File: src/rtl/pch_pkg.sv
// Package for the configuration header command block.
// Assumes a single 200 MHz clock and a configuration access port of
// dword-wide reads and writes with byte enables.
package pch_pkg;

  // ----------------------------------------
  // Register offsets (byte addresses)
  // ----------------------------------------
  localparam logic [7:0] OFF_MAKER_ID   = 8'h00;
  localparam logic [7:0] OFF_PART_ID    = 8'h02;
  localparam logic [7:0] OFF_CMD        = 8'h04;
  localparam logic [7:0] OFF_STATUS     = 8'h06;
  localparam logic [7:0] OFF_VENDOR_LO  = 8'h40;
  localparam logic [7:0] OFF_VENDOR_HI  = 8'hfc;

  // Identification values, arbitrary neutral codes
  localparam logic [15:0] MAKER_ID_VAL  = 16'h1234;
  localparam logic [15:0] PART_ID_VAL   = 16'h5678;

  // ----------------------------------------
  // Command register fields
  // ----------------------------------------
  localparam int CMD_IO_SPACE     = 0;
  localparam int CMD_MEM_SPACE    = 1;
  localparam int CMD_INITIATOR    = 2;
  localparam int CMD_SPECIAL      = 3;
  localparam int CMD_WR_INVAL     = 4;
  localparam int CMD_PALETTE      = 5;
  localparam int CMD_PARITY_RESP  = 6;
  localparam int CMD_STEPPING     = 7;
  localparam int CMD_SYS_ERR      = 8;
  localparam int CMD_BACK_TO_BACK = 9;
  localparam logic [15:0] CMD_WR_MASK = 16'h0156;
  localparam logic [15:0] CMD_RESET   = 16'h0000;

  // Status field position of the master data parity flag
  localparam int STS_DATA_PAR     = 8;
  localparam logic [2:0] FUNC_ZERO = 3'h0;

  // ----------------------------------------
  // Carriers
  // ----------------------------------------
  typedef struct packed {
    logic        rd;
    logic        wr;
    logic [2:0]  func;
    logic [7:0]  addr;
    logic [3:0]  byteEn;
    logic [31:0] wdata;
  } pch_cfg_req_t;

  typedef struct packed {
    logic        ack;
    logic [31:0] rdata;
  } pch_cfg_rsp_t;

  typedef struct packed {
    logic        addrParErr;
    logic        dataParErr;
    logic        perrSeen;
    logic        masterPhase;
    logic        masterReq;
    logic        memCycle;
    logic        writeInvalReq;
  } pch_evt_t;

endpackage : pch_pkg

File: src/rtl/pch_config_header.sv
// Configuration header bank: identification, command register and the
// enables that the command bits place on the bus side of the device.
// Assumes the bus logic presents one decoded configuration access per
// cycle and reports bus events on the same clock; the parity error pin
// arrives asynchronously and is synchronised here.
//
// Notes on behaviour
// Single function: only function zero answers configuration accesses.
// Maker identification at offset 0 is fixed and ignores writes.
// Part identification at offset 2 is fixed and read-only.
// Sixteen-bit command register at offset 4, cleared by reset.
// Command bits 15 to 10 always read zero.
// Command bit 9 reads zero; no fast back-to-back generation.
// System error line driven only with bit 8 set, on address parity.
// Command bit 7 held zero; no address or data stepping.
// Parity error line driven only while bit 6 is set.
// Command bit 5 reads zero; no palette snooping.
// Write-and-invalidate used only with bit 4 set, else plain write.
// Special cycles ignored; command bit 3 reads zero.
// Bus requests as initiator only while bit 2 is set.
// Memory cycles claimed only while bit 1 set; software sets it first.
// No I/O decode; command bit 0 reads zero.
// Vendor registers occupy offsets 40h through FCh after the header.
// Data parity flag needs parity line, master phase and bit 6 set.
// Writes to hardwired command and identification bits are dropped.
`timescale 1ns/1ps
`default_nettype none
module pch_config_header (
  input  wire logic                  clk,
  input  wire logic                  rstn,
  input  wire pch_pkg::pch_cfg_req_t cfgReq,
  output var  pch_pkg::pch_cfg_rsp_t cfgRsp,
  input  wire logic                  parityErrorLineIn,
  input  wire pch_pkg::pch_evt_t     busEvt,
  output var  logic                  systemErrorLineOe,
  output var  logic                  parityErrorLineOe,
  output var  logic                  busRequest,
  output var  logic                  memClaim,
  output var  logic                  useWriteInvalidate,
  output var  logic                  masterDataParityFlag,
  output var  logic                  vendorAccess,
  output var  logic [15:0]           busCommandControl
);

  // ----------------------------------------
  // Reset release
  // ----------------------------------------
  logic rstMeta_r;
  logic rstSyncN;

  always_ff @(posedge clk or negedge rstn) begin
    if (!rstn) begin
      rstMeta_r <= 1'b0;
      rstSyncN  <= 1'b0;
    end else begin
      rstMeta_r <= 1'b1;
      rstSyncN  <= rstMeta_r;
    end
  end

  // ----------------------------------------
  // Parity error pin synchroniser
  // ----------------------------------------
  logic perrPinLevel;

  pch_sync u_perrSync (
    .clk      (clk),
    .rstSyncN (rstSyncN),
    .pinIn    (parityErrorLineIn),
    .levelOut (perrPinLevel)
  );

  // ----------------------------------------
  // State
  // ----------------------------------------
  typedef struct packed {
    logic [15:0] cmd;
    logic        ack;
    logic [31:0] rdata;
    logic        serrOe;
    logic        perrOe;
    logic        busReq;
    logic        memClaim;
    logic        mwi;
    logic        master_data_parity_flag;
    logic        vendor;
  } pch_state_t;

  pch_state_t st_r;
  pch_state_t st_nxt;

  // Merge bytes of a write into the writable command bits only
  function automatic logic [15:0] pch_cmd_merge(
    input logic [15:0] cur,
    input logic [15:0] wdata,
    input logic [1:0]  be
  );
    logic [15:0] lane;
    lane = {{8{be[1]}}, {8{be[0]}}} & pch_pkg::CMD_WR_MASK;
    return (cur & ~lane) | (wdata & lane);
  endfunction : pch_cmd_merge

  function automatic logic pch_addr_is(
    input logic [7:0] addr,
    input logic [7:0] off
  );
    return addr[7:2] == off[7:2];
  endfunction : pch_addr_is

  logic        funcHit;
  logic [15:0] statusWord;

  always_comb begin
    st_nxt     = st_r;
    st_nxt.ack = 1'b0;
    // Other functions never answer, so the host sees a master abort
    funcHit    = cfgReq.func == pch_pkg::FUNC_ZERO;
    statusWord = '0;
    statusWord[pch_pkg::STS_DATA_PAR] = st_r.master_data_parity_flag;

    if (funcHit && cfgReq.rd) begin
      st_nxt.ack   = 1'b1;
      st_nxt.rdata = '0;
      if (pch_addr_is(cfgReq.addr, pch_pkg::OFF_MAKER_ID)) begin
        st_nxt.rdata = {pch_pkg::PART_ID_VAL,
                        pch_pkg::MAKER_ID_VAL};
      end else if (pch_addr_is(cfgReq.addr, pch_pkg::OFF_CMD)) begin
        // Hardwired bits read zero because they can never be stored
        st_nxt.rdata = {statusWord,
                        st_r.cmd & pch_pkg::CMD_WR_MASK};
      end
    end

    if (funcHit && cfgReq.wr) begin
      st_nxt.ack = 1'b1;
      if (pch_addr_is(cfgReq.addr, pch_pkg::OFF_CMD)) begin
        st_nxt.cmd = pch_cmd_merge(st_r.cmd, cfgReq.wdata[15:0],
                                   cfgReq.byteEn[1:0]);
        // Status half: write one clears, but a new event wins below
        if (cfgReq.byteEn[3] && cfgReq.wdata[16 + pch_pkg::STS_DATA_PAR]) begin
          st_nxt.master_data_parity_flag = 1'b0;
        end
      end
      // Identification writes fall through untouched
    end

    // Vendor-defined window above the standard header
    st_nxt.vendor = funcHit && (cfgReq.rd || cfgReq.wr) &&
                    cfgReq.addr >= pch_pkg::OFF_VENDOR_LO;

    st_nxt.serrOe = st_r.cmd[pch_pkg::CMD_SYS_ERR] &&
                    busEvt.addrParErr;
    st_nxt.perrOe = st_r.cmd[pch_pkg::CMD_PARITY_RESP] &&
                    busEvt.dataParErr;
    st_nxt.mwi    = st_r.cmd[pch_pkg::CMD_WR_INVAL] &&
                    busEvt.writeInvalReq;
    st_nxt.busReq = st_r.cmd[pch_pkg::CMD_INITIATOR] &&
                    busEvt.masterReq;
    // Special cycles and I/O cycles are never claimed
    st_nxt.memClaim = st_r.cmd[pch_pkg::CMD_MEM_SPACE] &&
                      busEvt.memCycle;

    if ((perrPinLevel || busEvt.perrSeen) && busEvt.masterPhase &&
        st_r.cmd[pch_pkg::CMD_PARITY_RESP]) begin
      st_nxt.master_data_parity_flag = 1'b1;
    end
  end

  always_ff @(posedge clk or negedge rstSyncN) begin
    if (!rstSyncN) begin
      st_r     <= '0;
      st_r.cmd <= pch_pkg::CMD_RESET;
    end else begin
      st_r <= st_nxt;
    end
  end

  // ----------------------------------------
  // Outputs, all from flip-flops
  // ----------------------------------------
  assign cfgRsp.ack           = st_r.ack;
  assign cfgRsp.rdata         = st_r.rdata;
  assign systemErrorLineOe    = st_r.serrOe;
  assign parityErrorLineOe    = st_r.perrOe;
  assign busRequest           = st_r.busReq;
  assign memClaim             = st_r.memClaim;
  assign useWriteInvalidate   = st_r.mwi;
  assign masterDataParityFlag = st_r.master_data_parity_flag;
  assign vendorAccess         = st_r.vendor;
  assign busCommandControl    = st_r.cmd;

endmodule : pch_config_header
`default_nettype wire

File: src/rtl/pch_sync.sv
// Three-stage synchroniser with agreement filter for pin inputs.
// Assumes the async input may change at any time relative to clk.
`timescale 1ns/1ps
`default_nettype none
module pch_sync (
  input  wire logic clk,
  input  wire logic rstSyncN,
  input  wire logic pinIn,
  output var  logic levelOut
);

  typedef struct packed {
    logic s1;
    logic s2;
    logic s3;
    logic lvl;
  } pch_sync_st_t;

  pch_sync_st_t st_r;
  pch_sync_st_t st_nxt;

  always_comb begin
    st_nxt    = st_r;
    st_nxt.s1 = pinIn;
    st_nxt.s2 = st_r.s1;
    st_nxt.s3 = st_r.s2;
    // Accept a change only once two stable stages agree
    if (st_r.s2 == st_r.s3) begin
      st_nxt.lvl = st_r.s3;
    end
  end

  always_ff @(posedge clk or negedge rstSyncN) begin
    if (!rstSyncN) begin
      st_r <= '0;
    end else begin
      st_r <= st_nxt;
    end
  end

  assign levelOut = st_r.lvl;

endmodule : pch_sync
`default_nettype wire
File: config.mk
export PLATFORM = sky130hd
export DESIGN_NAME = pch_config_header
export DESIGN_NICKNAME = d
export VERILOG_FILES = /design/src/rtl/pch_pkg.sv /design/src/rtl/pch_config_header.sv /design/src/rtl/pch_sync.sv
export SDC_FILE = /design/constraint.sdc
export NUM_CORES = 1
export LEC_CHECK = 0
export BUFFER_PORTS_ARGS = -buffer_cell sky130_fd_sc_hd__buf_2
export CAP_MARGIN = 25
export CORE_ASPECT_RATIO = 1.5
export CORE_MARGIN = 10
export CORE_UTILIZATION = 35
export CTS_CLUSTER_SIZE = 40
export DETAILED_ROUTE_END_ITERATION = 10
export PLACE_DENSITY_LB_ADDON = 0.05
export SLEW_MARGIN = 10
export SYNTH_ARGS = -nofsm -noshare
export SYNTH_HDL_FRONTEND = slang
export SYNTH_HIERARCHICAL = 1
export SYNTH_SLANG_ARGS = --single-unit
File: constraint.sdc
create_clock -name clk -period 2.3 [get_ports clk]
set_input_delay 0.23 -clock clk [delete_from_list [all_inputs] [get_ports clk]]
set_output_delay 0.23 -clock clk [all_outputs]
set_load 0.02 [all_outputs]
==> results.toml, run 1 <==
[clock_network]
root_buffer = "clkbuf_8"
cts.clk_slew.worst_paths_ns = 0.08
cts_tree = "done"
numClockSinks = 26
h-tree-depth = 1
numCtsBuffers = 3
clk_latency_ns = 0.26
postCtsHoldBufs = 1
post_cts_buffers = 0
cts_buffer_depth = 2
cts.repair.resized = 0

[synthesis]
synth_top_area_share_pct = 50.68
ys_ff_latch = 26
ys_seq_area_share_pct = 50.68
ys_types = 24
syn_area_um2 = 1284
yosysMostFrequentCell = "buf_4"
yosysTopAreaCell = "dfrtp_1"
synth_edf_count = 0
syn_inst = 115
syn_area_per_cell_um2 = 11.16
synth_commonest_cells = "buf_4 (36), dfrtp_1 (26), nand2_1 (15), and2_1 (5), mux2_2 (5)"
synthTopCellsByArea = "dfrtp_1 (51%), buf_4 (21%), mux2_2 (4.4%), nand2_1 (4.4%), and2_1 (2.4%)"
synthArstFlopShare_pct = 100.0
ys.flop_type = "dfrtp_1"
ys.warnings.count = 6

[floorplan]
dieHeight_um = 94.17
die-area_um2 = 6540
ios = 115
core_area_um2 = 3481
row_count = 26
start_util_pct = 36.88
die_width_um = 69.45

[min_path]
hp-class = "primary input to flip-flop"

[sta]
finalSetupViolCount = 0
worst_pin_slew_ns = 0.6821
layout_min_cycle_time_ns = 1.184
hold_violations = 0
fmax_mhz = 844.5
slew_headroom_pct = 53.89
drv_slew = 0
clock_skew_ns = 0.001393
tns_ns = 0
grt_setup_unrepaired = "false"
finalCritPeriodShare_pct = 51.49

[cells_and_area]
layout.nets = 228
insertedDiodeCount = 0
area_delta_synth_final_pct = 19.69
drive_above_1_share_pct = 44.64

[run_status]
outcome = "completed"

[global_route]
grt_overflow = 0
grt_pass1_vias = 975
grt_max_degree = 25
grt_pass1_wl_mm = 4.899
antenna_found_initial = 0
track_usage_pct = 9.227

[critical_path]
cp.arrival_ns = 0.95
start_kind = "flip-flop"
cp-end-kind = "primary output"
crit_family = "flip-flops"
path_max_fanout = 12
cpPeakStageDelay_ns = 0.48
worstPathBufferInverterCount = 1
slowest_stage = "dfrtp_1"
worstPathRequired_ns = 2.07
worstPathCellList = "buf_2"
crit_type = "flip-flop to primary output"

[power]
switching_share_pct = 25.66
p_clk_share_pct = 32.2
power_density_nw_per_um2 = 581.5
combPwrFrac_pct = 14.3
p_int_uw = 664.2
p_sw_uw = 229.2
p_leak_uw = 0.0008747
seqPwrFrac_pct = 53.6
ir_drop_uv = 434.7
total_power_uw = 893.4

[detailed_routing]
remaining_drc_errors = 0
wire_per_inst_um = 14.45
viasPerCell = 4.148
wirelength_mm = 3.034
vias = 871
dr.pass1.iters = 3
final_antenna_net_count = 0
drtIter0Drc = 6

[placed_design]
numPortBuffers = 59
gp_congestion = 0.6597
hpwl_mm = 2.616

[run]
drv_cap = 0
## power groups by stage
stage	Clock (µW)	Sequential [µW]	Combinational, µW
after floorplan	0	500	99.0
after global placement	0	494	112
after detailed placement	0	495	114
after CTS	305	485	115
after global routing	322	481	141
final	287	478	128
## cells by family (layout without fill, tap and decap cells)
family,Yosys count,in the layout,synth area share [%]
other cells,2,27,0.5850
simple gates,35,35,16.76
mux,5,5,4.386
flops,26,26,50.68
fa+ha+maj,1,1,0.8771
buf+inv,37,65,21.93
compound gates,9,9,4.775
## final cells by class
class,count,area [µm²]
fillers,352,1944
flip-flops and latches,26,650.6
multi-input cells,77,445.4
repair buffers,61,332.8
clock buffers,4,55.05
well taps,42,52.55
## cell usage in the layout (no fill, tap or decap), drive strengths merged
| master | Yosys | final |
|---|---|---|
| nor4b | 2 | 2 |
| maj3 | 1 | 1 |
| or4b | 1 | 1 |
| nand2 | 15 | 15 |
| o31ai | 3 | 3 |
| mux2 | 5 | 5 |
| dlygate4sd3 | 0 | 1 |
| dfrtp | 26 | 26 |
| o21ai | 4 | 4 |
| nor2b | 3 | 3 |
| and2 | 6 | 6 |
| nor3 | 1 | 1 |
| conb | 2 | 27 |
| nand4 | 3 | 3 |
| buf | 37 | 60 |
| a21oi | 1 | 1 |
| nor4 | 1 | 1 |
| nor2 | 2 | 2 |
| clkbuf | 0 | 4 |
| o2bb2ai | 1 | 1 |
| nand2b | 1 | 1 |
## layer usage
metal | share of wire (%) | track usage, % | routed length (µm)
met5 | 0 | 0 | 0
met4 | 1.1 | 3.535 | 34
met3 | 16 | 6.243 | 486
met2 | 51 | 15.90 | 1548
met1 | 32 | 8.385 | 965
## stage by stage
| step | util, % | std cells | cell area, µm² | hold slack, ns | setup WS (ns) |
|---|---|---|---|---|---|
| 5_1_grt | 44.14 | 210 | 1536 | 0.05305 | 1.021 |
| 2_1_floorplan | - | 140 | 1378 | -0.06559 | 1.109 |
| 3_3_place_gp | 41.48 | 204 | 1444 | 0.01569 | 0.8162 |
| 3_5_place_dp | 41.48 | 204 | 1444 | 0.01660 | 0.8082 |
| 6_report | 44.14 | 210 | 1536 | 0.06419 | 1.116 |
| 4_1_cts | 43.35 | 209 | 1509 | 0.05653 | 1.078 |
## worst paths after layout
kind                                   startpoint                    to  slack (ns)  cells after the start
worst max-delay path                   cfgRsp[28]            cfgRsp[26]        1.12                      1
worst min-delay path            parityErrorLineIn  u_perrSync/st_nxt[2]        0.06                      1
max in group asynchronous                rstSyncN            cfgRsp[32]        1.82                      1
worst min register to register           rstSyncN             async pin        0.10                      0
min in group asynchronous                rstSyncN             async pin        0.10                      0
worst max register to register          flip-flop             flip-flop        1.48                      1
No activity file was read; power rests on OpenSTA's default activity.
==> run 2: changes to the inputs <==
CORE_UTILIZATION = 33   (was 35)
clock period = 1 ns   (was 2.3 ns; I/O delays follow)
==> results.toml, run 2 (same netlist as run 1, synthesis figures left out) <==
[global_route]
grtUsageMet2_pct = 15.55
grt_use_met3_pct = 4.796
grt_overflow = 0
grt_max_degree = 19
grt_pass1_vias = 1011
grt_pass1_wl_mm = 5.030
grt_use_met1_pct = 9.191
antenna_found_initial = 0
track_usage_pct = 9.068
grt-busiest-layer = "met2"

[detailed_routing]
drtIter0Drc = 23
viasPerCell = 4.072
vias = 904
dr.pass1.iters = 2
final_antenna_net_count = 0
wire_per_inst_um = 14.61
remaining_drc_errors = 0
wirelength_mm = 3.244

[clock_network]
root_buffer = "clkbuf_8"
numClockSinks = 26
numCtsBuffers = 3
cts_tree = "done"
cts_buffer_depth = 2
cts.clk_slew.worst_paths_ns = 0.09
h-tree-depth = 1
clk_latency_ns = 0.27

[run_status]
outcome = "complete, but fails checks"
violations = "setup timing"

[power]
p_int_uw = 1736
p_sw_uw = 556.1
seqPwrFrac_pct = 48.1
ir_drop_uv = 728.6
p_clk_share_pct = 37.6
p_leak_uw = 0.0009395
combPwrFrac_pct = 14.3
power_density_nw_per_um2 = 1375
switching_share_pct = 24.26

[critical_path]
slowest_stage = "dfrtp_2"
crit_type = "flip-flop to primary output"
path_max_fanout = 12
start_kind = "flip-flop"
worstPathBufferInverterCount = 1
cp.arrival_ns = 0.91
cpPeakStageDelay_ns = 0.46
r2r_slack_ns = 0.08
cp-end-kind = "primary output"
crit_family = "flip-flops"
worstPathRequired_ns = 0.90
worstPathCellList = "buf_2"

[cells_and_area]
multi_input_area_um2 = 466.7
instances_no_fill = 222
drive_above_1_share_pct = 48.04
layout.nets = 239
insertedDiodeCount = 0
n_fill_cell = 395
design_area_um2 = 1667
layout_common_cells = "buf_2 (57), conb_1 (27), dfrtp_1 (25)"
finalCoreUtilization_pct = 44.85
final_common_cell = "buf_2"
register_area_um2 = 651.9
area_delta_synth_final_pct = 29.82

[sta]
clock_skew_ns = 0.004629
fmax_mhz = 993.2
drv_slew = 0
fin_ws_ns = -0.006815
tns_ns = -0.06791
hold_violations = 0
grt_setup_unrepaired = "true"
finalSetupViolCount = 11
layout_min_cycle_time_ns = 1.007
finalCritPeriodShare_pct = 100.7

[placed_design]
gp_congestion = 0.7118
pre_cts_slack_ns = -0.2684
numPortBuffers = 59
place_inst = 214
hpwl_mm = 2.780
placed_area_um2 = 1534

[floorplan]
row_count = 27
die-area_um2 = 6836
core_area_um2 = 3716
ios = 115
dieHeight_um = 96.39
die_width_um = 70.93
start_util_pct = 34.55

[min_path]
hp-class = "primary input to flip-flop"

[run]
drv_cap = 0
## run 2: area by class of cell
type	count	share of cell area [%]
clock inverter	1	1.802
sequential	26	39.11
multi-input combinational	77	28.00
tap	43	3.228
timing repair buffer	72	25.38
clock buffer	3	2.477
## run 2: repair_timing
item,in CTS,in global routing
setup buffers,1,1
gates resized for setup,1,5
hold buffers,2,0
pin swaps,0,4
endpoints found under the hold margin,3,0
setup endpoints to repair,12,16
## run 2: final timing paths
path                       startpoint           endpoint  cells after the start
setup / recovery           cfgRsp[28]         cfgRsp[19]                      1
hold / removal              busEvt[6]  systemErrorLineOe                      2
setup reg to reg            flip-flop          flip-flop                      2
hold reg to reg              rstSyncN           memClaim                      0
max in group asynchronous    rstSyncN          async pin                      1
min in group asynchronous        rstn          rstMeta_r                      2
## run 2: per-stage QoR
stage / power (µW) / hold slack [ns]
after floorplan: 1380 / -0.1956
after global placement: 1429 / -0.1142
after detailed placement: 1434 / -0.1132
after CTS: 2305 / 0.02355
after global routing: 2390 / 0.02415
final: 2292 / 0.02852
## run 2: power by group through the flow
stage | sequential, µW | combinational (µW) | clock (µW)
after floorplan | 1150 | 229 | 0
after global placement | 1120 | 305 | 0
after detailed placement | 1130 | 309 | 0
after CTS | 1100 | 317 | 883
after global routing | 1110 | 358 | 923
final | 1100 | 328 | 862
## run 2: per-layer routing
| metal | part of all wire, % | wire (µm) | vias to the layer above |
|---|---|---|---|
| met5 | 0 | 0 | - |
| met4 | 1.2 | 38 | 0 |
| met3 | 12 | 405 | 4 |
| met2 | 51 | 1643 | 48 |
| met1 | 36 | 1157 | 409 |
| li1 | - | - | 443 |
